$ cat config.mk
export PLATFORM = sky130hd
export DESIGN_NAME = pcr_regs
export DESIGN_NICKNAME = d
export VERILOG_FILES = /design/src/pcr_pkg.sv /design/src/pcr_sync.sv /design/src/pcr_sticky.sv /design/src/pcr_regs.sv
export VERILOG_INCLUDE_DIRS = /design/src
export SDC_FILE = /design/constraint.sdc
export NUM_CORES = 1
export LEC_CHECK = 0
export BUFFER_PORTS_ARGS = -buffer_cell sky130_fd_sc_hd__buf_2
export CAP_MARGIN = 30
export CORE_MARGIN = 2
export CORE_UTILIZATION = 50
export CTS_CLUSTER_SIZE = 16
export DETAILED_ROUTE_END_ITERATION = 6
export PLACE_DENSITY = 0.82
export SLEW_MARGIN = 5
export SYNTH_ARGS = -nofsm -noshare
export SYNTH_HDL_FRONTEND = slang
export SYNTH_HIERARCHICAL = 1
export SYNTH_SLANG_ARGS = --single-unit
export TNS_END_PERCENT = 100
$ cat constraint.sdc
create_clock -name mclk -period 4.1 [get_ports mclk]
set_input_delay 1.23 -clock mclk [delete_from_list [all_inputs] [get_ports mclk]]
set_output_delay 1.23 -clock mclk [all_outputs]
set_load 0.01 [all_outputs]
$ cat src/pcr_consts.svh
// Offsets, reset values, field positions and fixed values of the packet client registers
`ifndef PCR_CONSTS_SVH
`define PCR_CONSTS_SVH
// Register indices; the byte address is four times the index
`define PCR_IDX_SCRATCH    14'h1000
`define PCR_IDX_IDENT      14'h1001
`define PCR_IDX_FEATURE    14'h1002
`define PCR_IDX_TEMP       14'h1006
`define PCR_IDX_TXCTL      14'h1010
`define PCR_IDX_LBERR      14'h1015
`define PCR_IDX_LBRST      14'h1016
// Reset values
`define PCR_RST_SCRATCH    32'h0000_0000
`define PCR_RST_TXCTL      4'h5
`define PCR_RST_LBERR_CLR  1'h0
`define PCR_RST_LBRST      1'h0
`define PCR_RST_RDATA      32'h0000_0000
// Transmit control fields
`define PCR_TXCTL_GEN_DIS  1
`define PCR_TXCTL_LB_MODE  3
// Loopback error fields
`define PCR_LBERR_UNDER    0
`define PCR_LBERR_OVER     1
`define PCR_LBERR_CLR      2
// Fixed feature bits
`define PCR_FEAT_MAC_VAR   1'h0
`define PCR_FEAT_RSVD4     1'h0
`define PCR_FEAT_EXT_PLL   1'h0
`define PCR_FEAT_STD_IF    1'h1
// Widths
`define PCR_FEAT_W         10
`define PCR_TEMP_W         8
`define PCR_TXCTL_W        4
`endif

$ cat src/pcr_pkg.sv
// Types shared by the packet client register files
`default_nettype none
package pcr_pkg;
  // One register bus request from software
  typedef struct packed {
    logic [15:0] addr;   // Byte address
    logic [31:0] wdata;  // Write data
    logic        wr;     // Write strobe
    logic        rd;     // Read strobe
  } pcr_bus_req_t;
  // Error events from the loopback FIFO, same clock
  typedef struct packed {
    logic overflow;      // FIFO written while full
    logic underflow;     // FIFO read while empty
  } pcr_fifo_evt_t;
endpackage
`default_nettype wire

$ cat src/pcr_sync.sv
// Three-stage synchroniser with an agreement filter for pin inputs
`timescale 1ns/10ps
`default_nettype none
module pcr_sync
#(
  parameter int W = 8
)
(
  input  wire logic         mclk,
  input  wire logic         rst_n,
  input  wire logic [W-1:0] pin_in,
  output logic      [W-1:0] level_q
);
  logic [W-1:0] meta_q;  // First stage, read only by the second
  logic [W-1:0] s2_q;    // Second stage
  logic [W-1:0] s3_q;    // Third stage

  // Shift chain; the first flop may go metastable
  always_ff @(posedge mclk or negedge rst_n)
  begin
    if (!rst_n)
    begin
      meta_q <= '0;
      s2_q   <= '0;
      s3_q   <= '0;
    end
    else
    begin
      meta_q <= pin_in;
      s2_q   <= meta_q;
      s3_q   <= s2_q;
    end
  end

  // Accept a value only once two stages agree, so a word caught mid-change never shows
  always_ff @(posedge mclk or negedge rst_n)
  begin
    if (!rst_n)
      level_q <= '0;
    else if (s2_q == s3_q)
      level_q <= s3_q;
  end

  property p_sync_agree;
    @(posedge mclk) disable iff (!rst_n)
    (level_q != $past(level_q)) |-> ($past(s2_q) == $past(s3_q)) && (level_q == $past(s3_q));
  endproperty
  a_sync_agree: assert property (p_sync_agree)
    else $error("synchroniser output changed without agreement");
endmodule
`default_nettype wire

$ cat src/pcr_sticky.sv
// Sticky error flag: hardware sets, software clears, set wins
`timescale 1ns/10ps
`default_nettype none
module pcr_sticky
(
  input  wire logic mclk,
  input  wire logic rst_n,
  input  wire logic set,
  input  wire logic clr,
  output logic      flag_q
);
  // Set beats clear so an event in the clearing cycle is not lost
  always_ff @(posedge mclk or negedge rst_n)
  begin
    if (!rst_n)
      flag_q <= 1'h0;
    else if (set)
      flag_q <= 1'h1;
    else if (clr)
      flag_q <= 1'h0;
  end

  property p_set_wins;
    @(posedge mclk) disable iff (!rst_n)
    set |=> flag_q;
  endproperty
  a_set_wins: assert property (p_set_wins)
    else $error("event did not set sticky flag");

  property p_flag_holds;
    @(posedge mclk) disable iff (!rst_n)
    (flag_q && !clr) |=> flag_q;
  endproperty
  a_flag_holds: assert property (p_flag_holds)
    else $error("sticky flag dropped without a clear");

  property p_clear;
    @(posedge mclk) disable iff (!rst_n)
    (clr && !set) |=> !flag_q;
  endproperty
  a_clear: assert property (p_clear)
    else $error("clear did not drop sticky flag");
endmodule
`default_nettype wire

$ cat src/pcr_regs.sv
// Packet client control and status register bank
//
// How it works
// - scratch word reads back what was written
// - read-only identification word, fixed four characters
// - feature bits 0-2: family, variant, refclk
// - feature bits 8-3 report core properties
// - feature bit 9 reads one, standard interface
// - read-only 8-bit die temperature in Fahrenheit
// - txctl bit 1 disables generator; reset 0101
// - txctl bit 3 selects MAC loopback mode
// - underflow flag sets and stays set
// - overflow flag sets and stays set
// - error bit 2 clears both flags
// - writing one holds loopback path reset
`timescale 1ns/10ps
`default_nettype none
`include "pcr_consts.svh"
module pcr_regs
#(
  parameter logic [31:0] IDENT_WORD   = 32'h4142_4344,  // Arbitrary neutral value
  parameter bit          FAMILY_ALT   = 1'b0,           // Second target family
  parameter bit          REFCLK_644   = 1'b0,           // Reference clock is 644 MHz
  parameter bit          HAS_BACKPLN  = 1'b0,           // Backplane variant
  parameter bit          HAS_TSTAMP   = 1'b0,           // Time-stamping support
  parameter bit          HAS_PAUSE    = 1'b0,           // Pause support
  parameter bit          HAS_LFAULT   = 1'b0            // Local fault signaling
)
(
  input  wire logic                  mclk,
  input  wire logic                  rst_n,
  input  wire pcr_pkg::pcr_bus_req_t bus_req,
  output logic [31:0]                rd_data_q,
  input  wire logic [7:0]            die_temp_pin,
  input  wire pcr_pkg::pcr_fifo_evt_t fifo_evt,
  output logic                       gen_disable_q,
  output logic                       loopback_mode_q,
  output logic                       loopback_rst_q
);

  // Reset pattern of transmit control, kept sized so single bits can be picked
  localparam logic [`PCR_TXCTL_W-1:0] TXCTL_RST = `PCR_RST_TXCTL;

  // interface type bit
  // Feature vector is fixed by the build
  localparam logic [`PCR_FEAT_W-1:0] FEATURE = {
    `PCR_FEAT_STD_IF,
    `PCR_FEAT_EXT_PLL,
    HAS_LFAULT,
    HAS_PAUSE,
    HAS_TSTAMP,
    `PCR_FEAT_RSVD4,
    HAS_BACKPLN,
    REFCLK_644,
    `PCR_FEAT_MAC_VAR,
    FAMILY_ALT
  };

  // Byte address match for a register index; low two bits must be zero
  function automatic logic addr_hit(input logic [15:0] addr, input logic [13:0] idx);
    addr_hit = (addr == {idx, 2'b00});
  endfunction

  // Stored state
  logic [31:0]              scratch_q;   // Free scratch word
  logic [`PCR_TXCTL_W-1:0]  txctl_q;     // Transmit control, all four bits kept
  logic                     err_clr_q;   // Clear request for both error flags
  logic                     underflow_q; // Sticky underflow flag
  logic                     overflow_q;  // Sticky overflow flag
  logic [`PCR_TEMP_W-1:0]   temp_q;      // Synchronised temperature reading

  // Decoded strobes
  logic                     wr_scratch;  // Write to scratch
  logic                     wr_txctl;    // Write to transmit control
  logic                     wr_lberr;    // Write to loopback errors
  logic                     wr_lbrst;    // Write to loopback reset
  logic [31:0]              rd_mux;      // Data selected for a read

  // Write address decode
  always_comb
  begin
    wr_scratch = 1'b0;
    wr_txctl   = 1'b0;
    wr_lberr   = 1'b0;
    wr_lbrst   = 1'b0;
    if (!bus_req.wr)
    begin
      // No write this cycle
      wr_scratch = 1'b0;
    end
    else if (addr_hit(bus_req.addr, `PCR_IDX_SCRATCH))
      wr_scratch = 1'b1;
    else if (addr_hit(bus_req.addr, `PCR_IDX_TXCTL))
      wr_txctl = 1'b1;
    else if (addr_hit(bus_req.addr, `PCR_IDX_LBERR))
      wr_lberr = 1'b1;
    else if (addr_hit(bus_req.addr, `PCR_IDX_LBRST))
      wr_lbrst = 1'b1;
    // Writes to read-only or unmapped words are ignored
  end

  always_ff @(posedge mclk or negedge rst_n)
  begin
    if (!rst_n)
      scratch_q <= `PCR_RST_SCRATCH;
    else if (wr_scratch)
      scratch_q <= bus_req.wdata;
  end

  // transmit control store
  // Reserved bits 0 and 2 are kept as written so the reset pattern reads back
  always_ff @(posedge mclk or negedge rst_n)
  begin
    if (!rst_n)
      txctl_q <= `PCR_RST_TXCTL;
    else if (wr_txctl)
      txctl_q <= bus_req.wdata[`PCR_TXCTL_W-1:0];
  end

  always_ff @(posedge mclk or negedge rst_n)
  begin
    if (!rst_n)
    begin
      gen_disable_q   <= TXCTL_RST[`PCR_TXCTL_GEN_DIS];
      loopback_mode_q <= TXCTL_RST[`PCR_TXCTL_LB_MODE];
    end
    else if (wr_txctl)
    begin
      // Outputs track the stored bits in the same edge
      gen_disable_q   <= bus_req.wdata[`PCR_TXCTL_GEN_DIS];
      loopback_mode_q <= bus_req.wdata[`PCR_TXCTL_LB_MODE];
    end
  end

  // error clear request
  // Level held by software; while it is one, a flag set by an event clears again on the next edge
  always_ff @(posedge mclk or negedge rst_n)
  begin
    if (!rst_n)
      err_clr_q <= `PCR_RST_LBERR_CLR;
    else if (wr_lberr)
      err_clr_q <= bus_req.wdata[`PCR_LBERR_CLR];
  end

  pcr_sticky u_underflow
  (
    .mclk   (mclk),
    .rst_n  (rst_n),
    .set    (fifo_evt.underflow),
    .clr    (err_clr_q),
    .flag_q (underflow_q)
  );

  pcr_sticky u_overflow
  (
    .mclk   (mclk),
    .rst_n  (rst_n),
    .set    (fifo_evt.overflow),
    .clr    (err_clr_q),
    .flag_q (overflow_q)
  );

  always_ff @(posedge mclk or negedge rst_n)
  begin
    if (!rst_n)
      loopback_rst_q <= `PCR_RST_LBRST;
    else if (wr_lbrst)
      loopback_rst_q <= bus_req.wdata[0];
  end

  // temperature pin synchroniser
  // The sensor word changes asynchronously, so a word is taken only when stable
  pcr_sync
  #(
    .W (`PCR_TEMP_W)
  )
  u_temp_sync
  (
    .mclk    (mclk),
    .rst_n   (rst_n),
    .pin_in  (die_temp_pin),
    .level_q (temp_q)
  );

  // Read address decode; unmapped words read zero
  always_comb
  begin
    rd_mux = 32'h0000_0000;
    if (addr_hit(bus_req.addr, `PCR_IDX_SCRATCH))
      rd_mux = scratch_q;
    else if (addr_hit(bus_req.addr, `PCR_IDX_IDENT))
      rd_mux = IDENT_WORD;
    else if (addr_hit(bus_req.addr, `PCR_IDX_FEATURE))
      rd_mux = {22'h00_0000, FEATURE};
    else if (addr_hit(bus_req.addr, `PCR_IDX_TEMP))
      rd_mux = {24'h00_0000, temp_q};
    else if (addr_hit(bus_req.addr, `PCR_IDX_TXCTL))
      rd_mux = {28'h000_0000, txctl_q};
    // flags and clear bit read together
    else if (addr_hit(bus_req.addr, `PCR_IDX_LBERR))
      rd_mux = {29'h0000_0000, err_clr_q, overflow_q, underflow_q};
    else if (addr_hit(bus_req.addr, `PCR_IDX_LBRST))
      rd_mux = {31'h0000_0000, loopback_rst_q};
  end

  // Read data stands only in the cycle after the strobe
  always_ff @(posedge mclk or negedge rst_n)
  begin
    if (!rst_n)
      rd_data_q <= `PCR_RST_RDATA;
    else if (bus_req.rd)
      rd_data_q <= rd_mux;
    else
      rd_data_q <= `PCR_RST_RDATA;
  end

  // Checks on the bank's own behaviour

  property p_scratch_rb;
    @(posedge mclk) disable iff (!rst_n)
    (bus_req.wr && addr_hit(bus_req.addr, `PCR_IDX_SCRATCH)) ##1
    (bus_req.rd && addr_hit(bus_req.addr, `PCR_IDX_SCRATCH))
    |=> rd_data_q == $past(bus_req.wdata, 2);
  endproperty
  a_scratch_rb: assert property (p_scratch_rb)
    else $error("scratch did not read back written value");

  property p_ident;
    @(posedge mclk) disable iff (!rst_n)
    (bus_req.rd && addr_hit(bus_req.addr, `PCR_IDX_IDENT)) |=> rd_data_q == IDENT_WORD;
  endproperty
  a_ident: assert property (p_ident)
    else $error("identification word wrong");

  property p_feat_low;
    @(posedge mclk) disable iff (!rst_n)
    (bus_req.rd && addr_hit(bus_req.addr, `PCR_IDX_FEATURE))
    |=> rd_data_q[2:0] == {REFCLK_644, 1'b0, FAMILY_ALT};
  endproperty
  a_feat_low: assert property (p_feat_low)
    else $error("feature bits 2..0 wrong");

  property p_feat_mid;
    @(posedge mclk) disable iff (!rst_n)
    (bus_req.rd && addr_hit(bus_req.addr, `PCR_IDX_FEATURE))
    |=> (rd_data_q[8] == 1'b0) && (rd_data_q[3] == HAS_BACKPLN) && (rd_data_q[7] == HAS_LFAULT);
  endproperty
  a_feat_mid: assert property (p_feat_mid)
    else $error("feature bits 8..3 wrong");

  property p_feat_top;
    @(posedge mclk) disable iff (!rst_n)
    (bus_req.rd && addr_hit(bus_req.addr, `PCR_IDX_FEATURE))
    |=> (rd_data_q[9] == 1'b1) && (rd_data_q[31:10] == 22'h00_0000);
  endproperty
  a_feat_top: assert property (p_feat_top)
    else $error("feature bit 9 or upper bits wrong");

  property p_temp;
    @(posedge mclk) disable iff (!rst_n)
    (bus_req.rd && addr_hit(bus_req.addr, `PCR_IDX_TEMP))
    |=> rd_data_q == {24'h00_0000, $past(temp_q)};
  endproperty
  a_temp: assert property (p_temp)
    else $error("temperature readout wrong");

  property p_gen_dis;
    @(posedge mclk) disable iff (!rst_n)
    wr_txctl |=> (gen_disable_q == $past(bus_req.wdata[1])) && (txctl_q == $past(bus_req.wdata[3:0]));
  endproperty
  a_gen_dis: assert property (p_gen_dis)
    else $error("generator disable did not follow write");

  property p_lb_mode;
    @(posedge mclk) disable iff (!rst_n)
    !wr_txctl |=> $stable(loopback_mode_q) && (loopback_mode_q == txctl_q[3]);
  endproperty
  a_lb_mode: assert property (p_lb_mode)
    else $error("loopback mode changed without a write");

  property p_err_read;
    @(posedge mclk) disable iff (!rst_n)
    fifo_evt.underflow ##1 (bus_req.rd && addr_hit(bus_req.addr, `PCR_IDX_LBERR)) |=> rd_data_q[0];
  endproperty
  a_err_read: assert property (p_err_read)
    else $error("underflow not visible after event");

  property p_ovf_clear;
    @(posedge mclk) disable iff (!rst_n)
    (err_clr_q && !fifo_evt.overflow) ##1 (err_clr_q && !fifo_evt.overflow) |-> !overflow_q;
  endproperty
  a_ovf_clear: assert property (p_ovf_clear)
    else $error("overflow flag survived a clear");

  property p_lbrst_set;
    @(posedge mclk) disable iff (!rst_n)
    (wr_lbrst && bus_req.wdata[0]) |=> loopback_rst_q;
  endproperty
  a_lbrst_set: assert property (p_lbrst_set)
    else $error("loopback reset not taken");

  property p_lbrst_hold;
    @(posedge mclk) disable iff (!rst_n)
    (loopback_rst_q && !wr_lbrst) |=> loopback_rst_q;
  endproperty
  a_lbrst_hold: assert property (p_lbrst_hold)
    else $error("loopback reset released without a write");

  property p_rd_idle;
    @(posedge mclk) disable iff (!rst_n)
    !bus_req.rd |=> rd_data_q == 32'h0000_0000;
  endproperty
  a_rd_idle: assert property (p_rd_idle)
    else $error("read data present without a read");

  property p_feat_props;
    @(posedge mclk) disable iff (!rst_n)
    (bus_req.rd && addr_hit(bus_req.addr, `PCR_IDX_FEATURE))
    |=> (rd_data_q[4] == 1'b0) && (rd_data_q[5] == HAS_TSTAMP) && (rd_data_q[6] == HAS_PAUSE);
  endproperty
  a_feat_props: assert property (p_feat_props)
    else $error("feature bits 6..4 wrong");

  property p_lberr_clr_bit;
    @(posedge mclk) disable iff (!rst_n)
    (bus_req.rd && addr_hit(bus_req.addr, `PCR_IDX_LBERR)) |=> rd_data_q[2] == $past(err_clr_q);
  endproperty
  a_lberr_clr_bit: assert property (p_lberr_clr_bit)
    else $error("clear bit readback wrong");

  property p_lbrst_clear;
    @(posedge mclk) disable iff (!rst_n)
    (wr_lbrst && !bus_req.wdata[0]) |=> !loopback_rst_q;
  endproperty
  a_lbrst_clear: assert property (p_lbrst_clear)
    else $error("loopback reset not released by a zero write");
endmodule
`default_nettype wire

Word-level counts from Yosys, hierarchy flattened
Index checks and enable logic that the tools add are counted.
{ "op_classes": {"mux": 25, "eq_ne": 8, "n_reduce_logical": 2} }
{ "ops": {"columns": ["operator", "n"], "rows": [
  ["$eq A16 B15 Y1 const B", 7],
  ["$mux W32", 2],
  ["$mux W31", 1],
  ["$mux W1", 18],
  ["$mux W10", 1],
  ["$eq A8 B8 Y1", 1],
  ["$mux W8", 1],
  ["$mux W4", 1],
  ["$reduce_bool A2 Y1", 2],
  ["$mux W3", 1]
]} }
{ "word_totals": {"register_bits": 106, "input_bits": 62} }

Logic depth before layout (Yosys ltp)
Gate-level depths: netlist (run 1).
{ "logic_depth": {"depth_word": 9, "depth_mapped": 7, "depth_no_buf": 5} }

Cells and area by module
Netlist (run 1), hierarchy kept.
{ "by_module_without_submodules": {"columns": ["module", "area_per_inst_um2", "instances", "cells_each"], "rows": [
  ["pcr_regs", 2991.6, 1, 210],
  ["pcr_sync", 977.2, 1, 51],
  ["pcr_sticky", 36.3, 2, 3]
]} }

Worst setup path after synthesis (run 1)
No wires, ideal clock.
{ "synth_timing": {"kind": "input to register", "start": "input bus_req[45] (netlist name)", "end": "register txctl_q[1]", "arrival_time_ns": 2.918, "path_slack_ns": 1.058, "t_required_ns": 3.975, "path_buffers": 1, "setup_ns": 0.125, "cell_stages": 6, "path_cell_list": "or4_1 buf_6 nor4_4 nand2_1 nand4_2 mux2_2"} }
{ "synth_via": {"elab_chain_cells": 4} }
{ "synth_lines": {"columns": ["item", "line", "source"], "rows": [
  ["from (decl)", "pcr_regs.sv:32", "input wire pcr_pkg::pcr_bus_req_t bus_req,"],
  ["$eq A16 B15 Y1", "pcr_regs.sv:61", "addr_hit = (addr == {idx, 2'b00});"],
  ["$mux W1", "pcr_regs.sv:93", "else if (addr_hit(bus_req.addr, `PCR_IDX_TXCTL))"],
  ["$mux W1 *", "pcr_regs.sv:91", "else if (addr_hit(bus_req.addr, `PCR_IDX_SCRATCH))"],
  ["$mux W1 *", "pcr_regs.sv:86", "if (!bus_req.wr)"],
  ["to (signal assigned)", "pcr_regs.sv:115", "txctl_q <= `PCR_RST_TXCTL;"],
  ["to (signal assigned)", "pcr_regs.sv:117", "txctl_q <= bus_req.wdata[`PCR_TXCTL_W-1:0];"],
  ["to (decl)", "pcr_regs.sv:66", "logic [`PCR_TXCTL_W-1:0] txctl_q;"]
]} }
Mark *: on every way between the ends. The rest lies on a longest branch, timed or not.
A chain may end at the register's enable or synchronous reset.

Worst setup path in the final report (run 1)
{ "layout_timing": {"start": "input bus_req[45] (netlist name)", "end": "register scratch_q[9]"} }
{ "layout_via": {"elab_chain_cells": 3} }
{ "layout_lines": {"columns": ["item", "line", "source"], "rows": [
  ["$eq A16 B15 Y1", "pcr_regs.sv:61", null],
  ["$mux W1", "pcr_regs.sv:91", null],
  ["$mux W1", "pcr_regs.sv:86", null],
  ["to (signal assigned)", "pcr_regs.sv:105", "scratch_q <= `PCR_RST_SCRATCH;"],
  ["to (signal assigned)", "pcr_regs.sv:107", "scratch_q <= bus_req.wdata;"],
  ["to (decl)", "pcr_regs.sv:65", "logic [31:0] scratch_q;"]
]} }
No other way between the ends.

==> run metrics, run 1 <==
outcome complete, no violations; post-route ant nets 0; Ant. Diodes 0; Worst-path clk slew around 0.09 ns; Final Total Pwr 1.79 mW; Num CTS Buffers 9; Synth Flop Type dfrtp_1; ratio of final minimum period to clock period 0.752; Final #Nets ~430; DR iter-0 viols approximately 130; initial antenna violation count 0; grt total ovfl 0; initial core utilization 0.520; Hold Vio Cnt, Final 0; Final Util 0.624; Net Count, Synth 329; CTS H-Tree Depth 3; post-CTS resize count 0; Leak Pwr about 2.5 nW; Hold WC Path Type reg2reg; largest net degree at the start of global routing 77; Final Slew Violations 0; core box area around 8000 µm²; CTS Sinks 104; PwrDens about 370 nW/µm²; # rows 32; gr usage total 0.186; Max clock buf depth 2; library cells used by synthesis 45; cell taking the most area after synthesis dfrtp_1; Worst Path Arrival about 3.3 ns; Syn-to-layout area delta 19.8%; # Post-CTS Setup Buffers 0; HPWL Detailed approximately 5500 µm; Tightest Pin Transition ~0.93 ns; Clock Latency Late Sink 0.35 ns; clk root buf clkbuf_8; Final Critical Period just over 3 ns; Die Height 93.9 µm; setup TNS 0 ns; leading cell type in the layout, fill and taps excluded dfrtp_1; Critical Path Sink Type flop; Mapped Area 4040 µm²; crit path kind in2reg; drt wl/cell ~16 µm; hold_buf cts 0; fraction of registers with async set/reset 1.00; Die X roughly 94 µm; first-pass GRT wire length about 12000 µm; Worst setup SP type input pin; Port Buffers 96; most frequent cells in the layout dfrtp_1, buf_2, mux2_4; DRT Pass-1 Iters 7; Ports 97; gp weighted congestion slightly below 0.9; die area 8820 µm²; WL final between 7000 and 8000 µm; Final Skew about 0.011 ns; Worst VDD drop a little over 0.2 mV; Synth Register Bits 104; number of global-route vias before repair about 2500; Post-Syn Instances 267; WP data required 4.34 ns; critical path fanouts, max 32; share of the yosys chip area belonging to registers 0.645; synthesis warning total 6; fraction of layout cells with a size suffix above 1 0.457; total of max-cap violations 0; DRC viols 0; unrepaired setup endpoints after global routing no; top cell type's share of synthesized area 0.632; Setup Viol. Count Final 0; Worst slew margin 0.373; synth top area cells dfrtp_1, mux2_4, mux2_2; vias per std cell about 5.2; worst hold slack about 0.35 ns; Post-synth EDFFs 0; vias after detailed routing ~2500; mean post-synth cell area about 15 µm²; CTS tree built; Max Clk Rate around 320 MHz
==> Yosys cell counts, types with 2 or more instances <==
master,count
mux2_4,30
nand4_1,2
xor2_1,8
or4_1,2
nor4_1,4
inv_1,3
nor4_4,2
clkbuf_1,5
or3_1,2
a21o_1,2
dfstp_2,2
dfrtp_1,102
mux2_2,16
nor3_1,7
o21ai_1,2
nor2_1,5
nand3_1,3
nand2_1,11
nor2b_1,3
o21a_1,6
buf_6,4
o31ai_1,2
and2_1,18
o21ai_0,3
a22oi_1,3
==> layout make-up <==
type / count / area [µm²]
clock inverters: 6 / 75.1
inverters: 3 / 11.3
fillers: 619 / 2920
well taps: 102 / 128
repair buffers: 101 / 541
multi-input cells: 150 / 1360
clock buffers: 10 / 128
flip-flops and latches: 104 / 2610
==> through the flow <==
stage	std cells	worst slack [ns]	instance area [µm²]
after floorplan	267	1.06	4040
after global placement	459	0.723	4610
after detailed placement	459	0.659	4610
after CTS	475	1.05	4820
after global routing	476	0.946	4840
final	476	1.01	4840
==> critical path: stages <==
cell and delay (ns):
buf_2 0.09, or4_1 0.71, nor4_4 0.43, nand3_4 0.09, buf_4 0.34, mux2_4 0.37
==> flip-flops by register name (all words and copies together), names as in the netlist <==
signal               count
u_temp_sync/s3_q         8
txctl_q                  4
scratch_q               32
u_underflow/flag_q       1
u_temp_sync/meta_q       8
u_temp_sync/s2_q         8
u_overflow/flag_q        1
loopback_rst_q           1
u_temp_sync/level_q      8
err_clr_q                1
rd_data_q               32
==> metal layers <==
layer  part of all wire  track usage  vias to the layer above  wire (µm)
li1                   -            -                     1147          -
met2               0.51        0.312                       76       3910
met5                  0            0                        -          0
met1               0.42        0.242                     1237       3240
met3              0.057       0.0401                        6        434
met4             0.0085       0.0580                        0         65
==> where the power goes <==
part	internal, mW	switching, mW
Combinational	0.0424	0.0491
Clock	0.291	0.345
Sequential	1.05	0.0133
Total	1.38	0.407
==> cells by family after synthesis <==
logic type,count (synthesis),synth area share
mux,46,0.156
simple gates,68,0.110
buf+inv,13,0.0198
xor+xnor,8,0.0173
flops,104,0.645
compound gates,28,0.0523
==> worst paths after layout <==
| path | cells after the start | slack [ns] | to | from |
|---|---|---|---|---|
| setup / recovery | 6 | 1.01 | scratch_q[9] | bus_req[45] |
| hold / removal | 0 | 0.35 | u_temp_sync/s2_q[7] | u_temp_sync/meta_q[7] |
| setup reg to reg | 4 | 2.53 | u_temp_sync/level_q[1] | u_temp_sync/s3_q[2] |
| hold reg to reg | 0 | 0.35 | u_temp_sync/s2_q[7] | u_temp_sync/meta_q[7] |
| max in group asynchronous | 3 | 2.65 | rd_data_q[8] | rst_n |
| min in group asynchronous | 1 | 0.66 | scratch_q[13] | rst_n |
No activity file was read; power rests on OpenSTA's default activity.
==> run 2: changes to the inputs <==
--- a/config.mk
+++ b/config.mk
@@ -9,10 +9,10 @@
 export BUFFER_PORTS_ARGS = -buffer_cell sky130_fd_sc_hd__buf_2
 export CAP_MARGIN = 30
 export CORE_MARGIN = 2
-export CORE_UTILIZATION = 50
+export CORE_UTILIZATION = 48
 export CTS_CLUSTER_SIZE = 16
 export DETAILED_ROUTE_END_ITERATION = 6
-export PLACE_DENSITY = 0.82
+export PLACE_DENSITY = 0.83
 export SLEW_MARGIN = 5
 export SYNTH_ARGS = -nofsm -noshare
 export SYNTH_HDL_FRONTEND = slang
==> constraint.sdc (replaced) <==
create_clock -name mclk -period 2.5 [get_ports mclk]
set_input_delay 0.75 -clock mclk [delete_from_list [all_inputs] [get_ports mclk]]
set_output_delay 0.75 -clock mclk [all_outputs]
set_load 0.01 [all_outputs]
==> run 2 against run 1 <==
First-iteration DRC count up 14%. Flip-flop and latch count unchanged. Clock skew up 0.0064 ns. Die area up 4.0%. Final cell count up 3.8%. Combinational power up 72%. Register-to-register slack worse by 1.6 ns. Power up 61%. Highest routed layer unchanged.
==> run metrics, run 2 (synthesized netlist as in run 1, its figures left out) <==
outcome complete, no violations; Final Total Pwr roughly 2.9 mW; Final Non-Filler Cells about 490; initial core utilization 0.494; WP data required between 2 and 3 ns; Worst slew margin 0.621; CTS H-Tree Depth 3; most frequent cells in the layout dfrtp_1, buf_2, mux2_4; initial antenna violation count 0; crit-path cells buf_2 > or4b_1 > or3_4 > o31a_1 > a32oi_1 > o21ai_1; final setup margin 0.141 ns; crit path kind in2reg; Die X around 96 µm; worst hold slack 0.346 ns; Largest stage delay, worst path 0.69 ns; CTS tree built; Num CTS Buffers 9; top flop regs rd_data_q: 32 flops, scratch_q: 32 flops; critical path fanouts, max 5; vias after detailed routing 2543; grt total ovfl 0; post-CTS resize count 0; DRT Pass-1 Iters 4; total of max-cap violations 0; Ports 97; HPWL Detailed ~5700 µm; setup TNS 0 ns; unrepaired setup endpoints after global routing no; Leak Pwr between 2 and 3 nW; # rows 33; fraction of layout cells with a size suffix above 1 0.486; Final #Nets 446; Worst path top cell family by delay simple AND/OR/NAND/NOR gates; Setup Viol. Count Final 0; gr usage total 0.183; WL final 7870 µm; clk root buf clkbuf_8; Port Buffers 96; Worst Path Arrival 2.61 ns; Final Critical Period between 2 and 2.5 ns; Filler Cells Inserted 638; Syn-to-layout area delta 23.5%; Worst VDD drop 0.360 mV; DR iter-0 viols approximately 150; first-pass GRT wire length about 12000 µm; number of global-route vias before repair 2459; Clock Latency Late Sink approximately 0.37 ns; Die Height 95.8 µm; Critical Path Sink Type flop; Final Slew Violations 0; Max clock buf depth 2; Worst setup SP type input pin; Hold WC Path Type in2async; Post-DP Area a little under 5000 µm²; worst slack, placed -0.226 ns; leading cell type in the layout, fill and taps excluded dfrtp_1; post-route ant nets 0; Final Skew around 0.017 ns; Post-Layout Inst Area approximately 5000 µm²; number of cells after detailed placement roughly 480; largest net degree at the start of global routing between 40 and 50; Worst-path clk slew roughly 0.11 ns; vias per std cell just over 5; DRC viols 0; PwrDens about 580 nW/µm²; ratio of final minimum period to clock period 0.944; Ant. Diodes 0; gp weighted congestion roughly 0.9; hold_buf cts 0; die area around 9200 µm²; Tightest Pin Transition 0.568 ns; Critical-path top delay cell or4b_1; core box area around 8200 µm²; Hold Vio Cnt, Final 0; Max Clk Rate about 420 MHz; CTS Sinks 104; drt wl/cell around 16 µm; # Post-CTS Setup Buffers 0; number of buffers and inverters on the critical path 1; Final Util 0.611
## run 2: cell types whose count changed in the layout (fill, tap and decap cells not counted), sizes merged
cell / delta
buf: +15
bufinv: -1
clkbuf: -1
clkinv: +1
clkinvlp: +1
## run 2: path summary, 6_finish.rpt
check                                      start                      to  slack (ns)  cells after the start
setup / recovery                     bus_req[49]            rd_data_q[0]        0.14                      6
min in group mclk          u_temp_sync/meta_q[1]     u_temp_sync/s2_q[1]        0.36                      0
setup reg to reg             u_temp_sync/s3_q[1]  u_temp_sync/level_q[4]        0.89                      4
max in group asynchronous                  rst_n     u_temp_sync/s3_q[2]        1.55                      2
hold / removal                             rst_n           rd_data_q[21]        0.35                      1
hold reg to reg            u_temp_sync/meta_q[1]     u_temp_sync/s2_q[1]        0.36                      0
## run 2: cell type report
class,count,area (µm²),area share
clock buffer,9,124,0.0248
clock inverter,7,66.3,0.0133
inverter,3,11.3,0.00226
multi-input combinational,150,1370,0.275
sequential,104,2610,0.522
tap,105,131,0.0263
timing repair buffer,116,683,0.137
## run 2: layer usage
metal	track usage	part of all wire	vias to the layer above
met2	0.276	0.48	88
met5	0	0	-
met4	0.0762	0.014	0
li1	-	-	1184
met3	0.0423	0.067	11
met1	0.258	0.44	1260
## run 2: power breakdown
part	internal, mW	switching [mW]	total, mW
clock network	0.381	0.606	0.987
registers	1.72	0.0227	1.74
logic	0.0739	0.0832	0.157
total	2.17	0.712	2.89
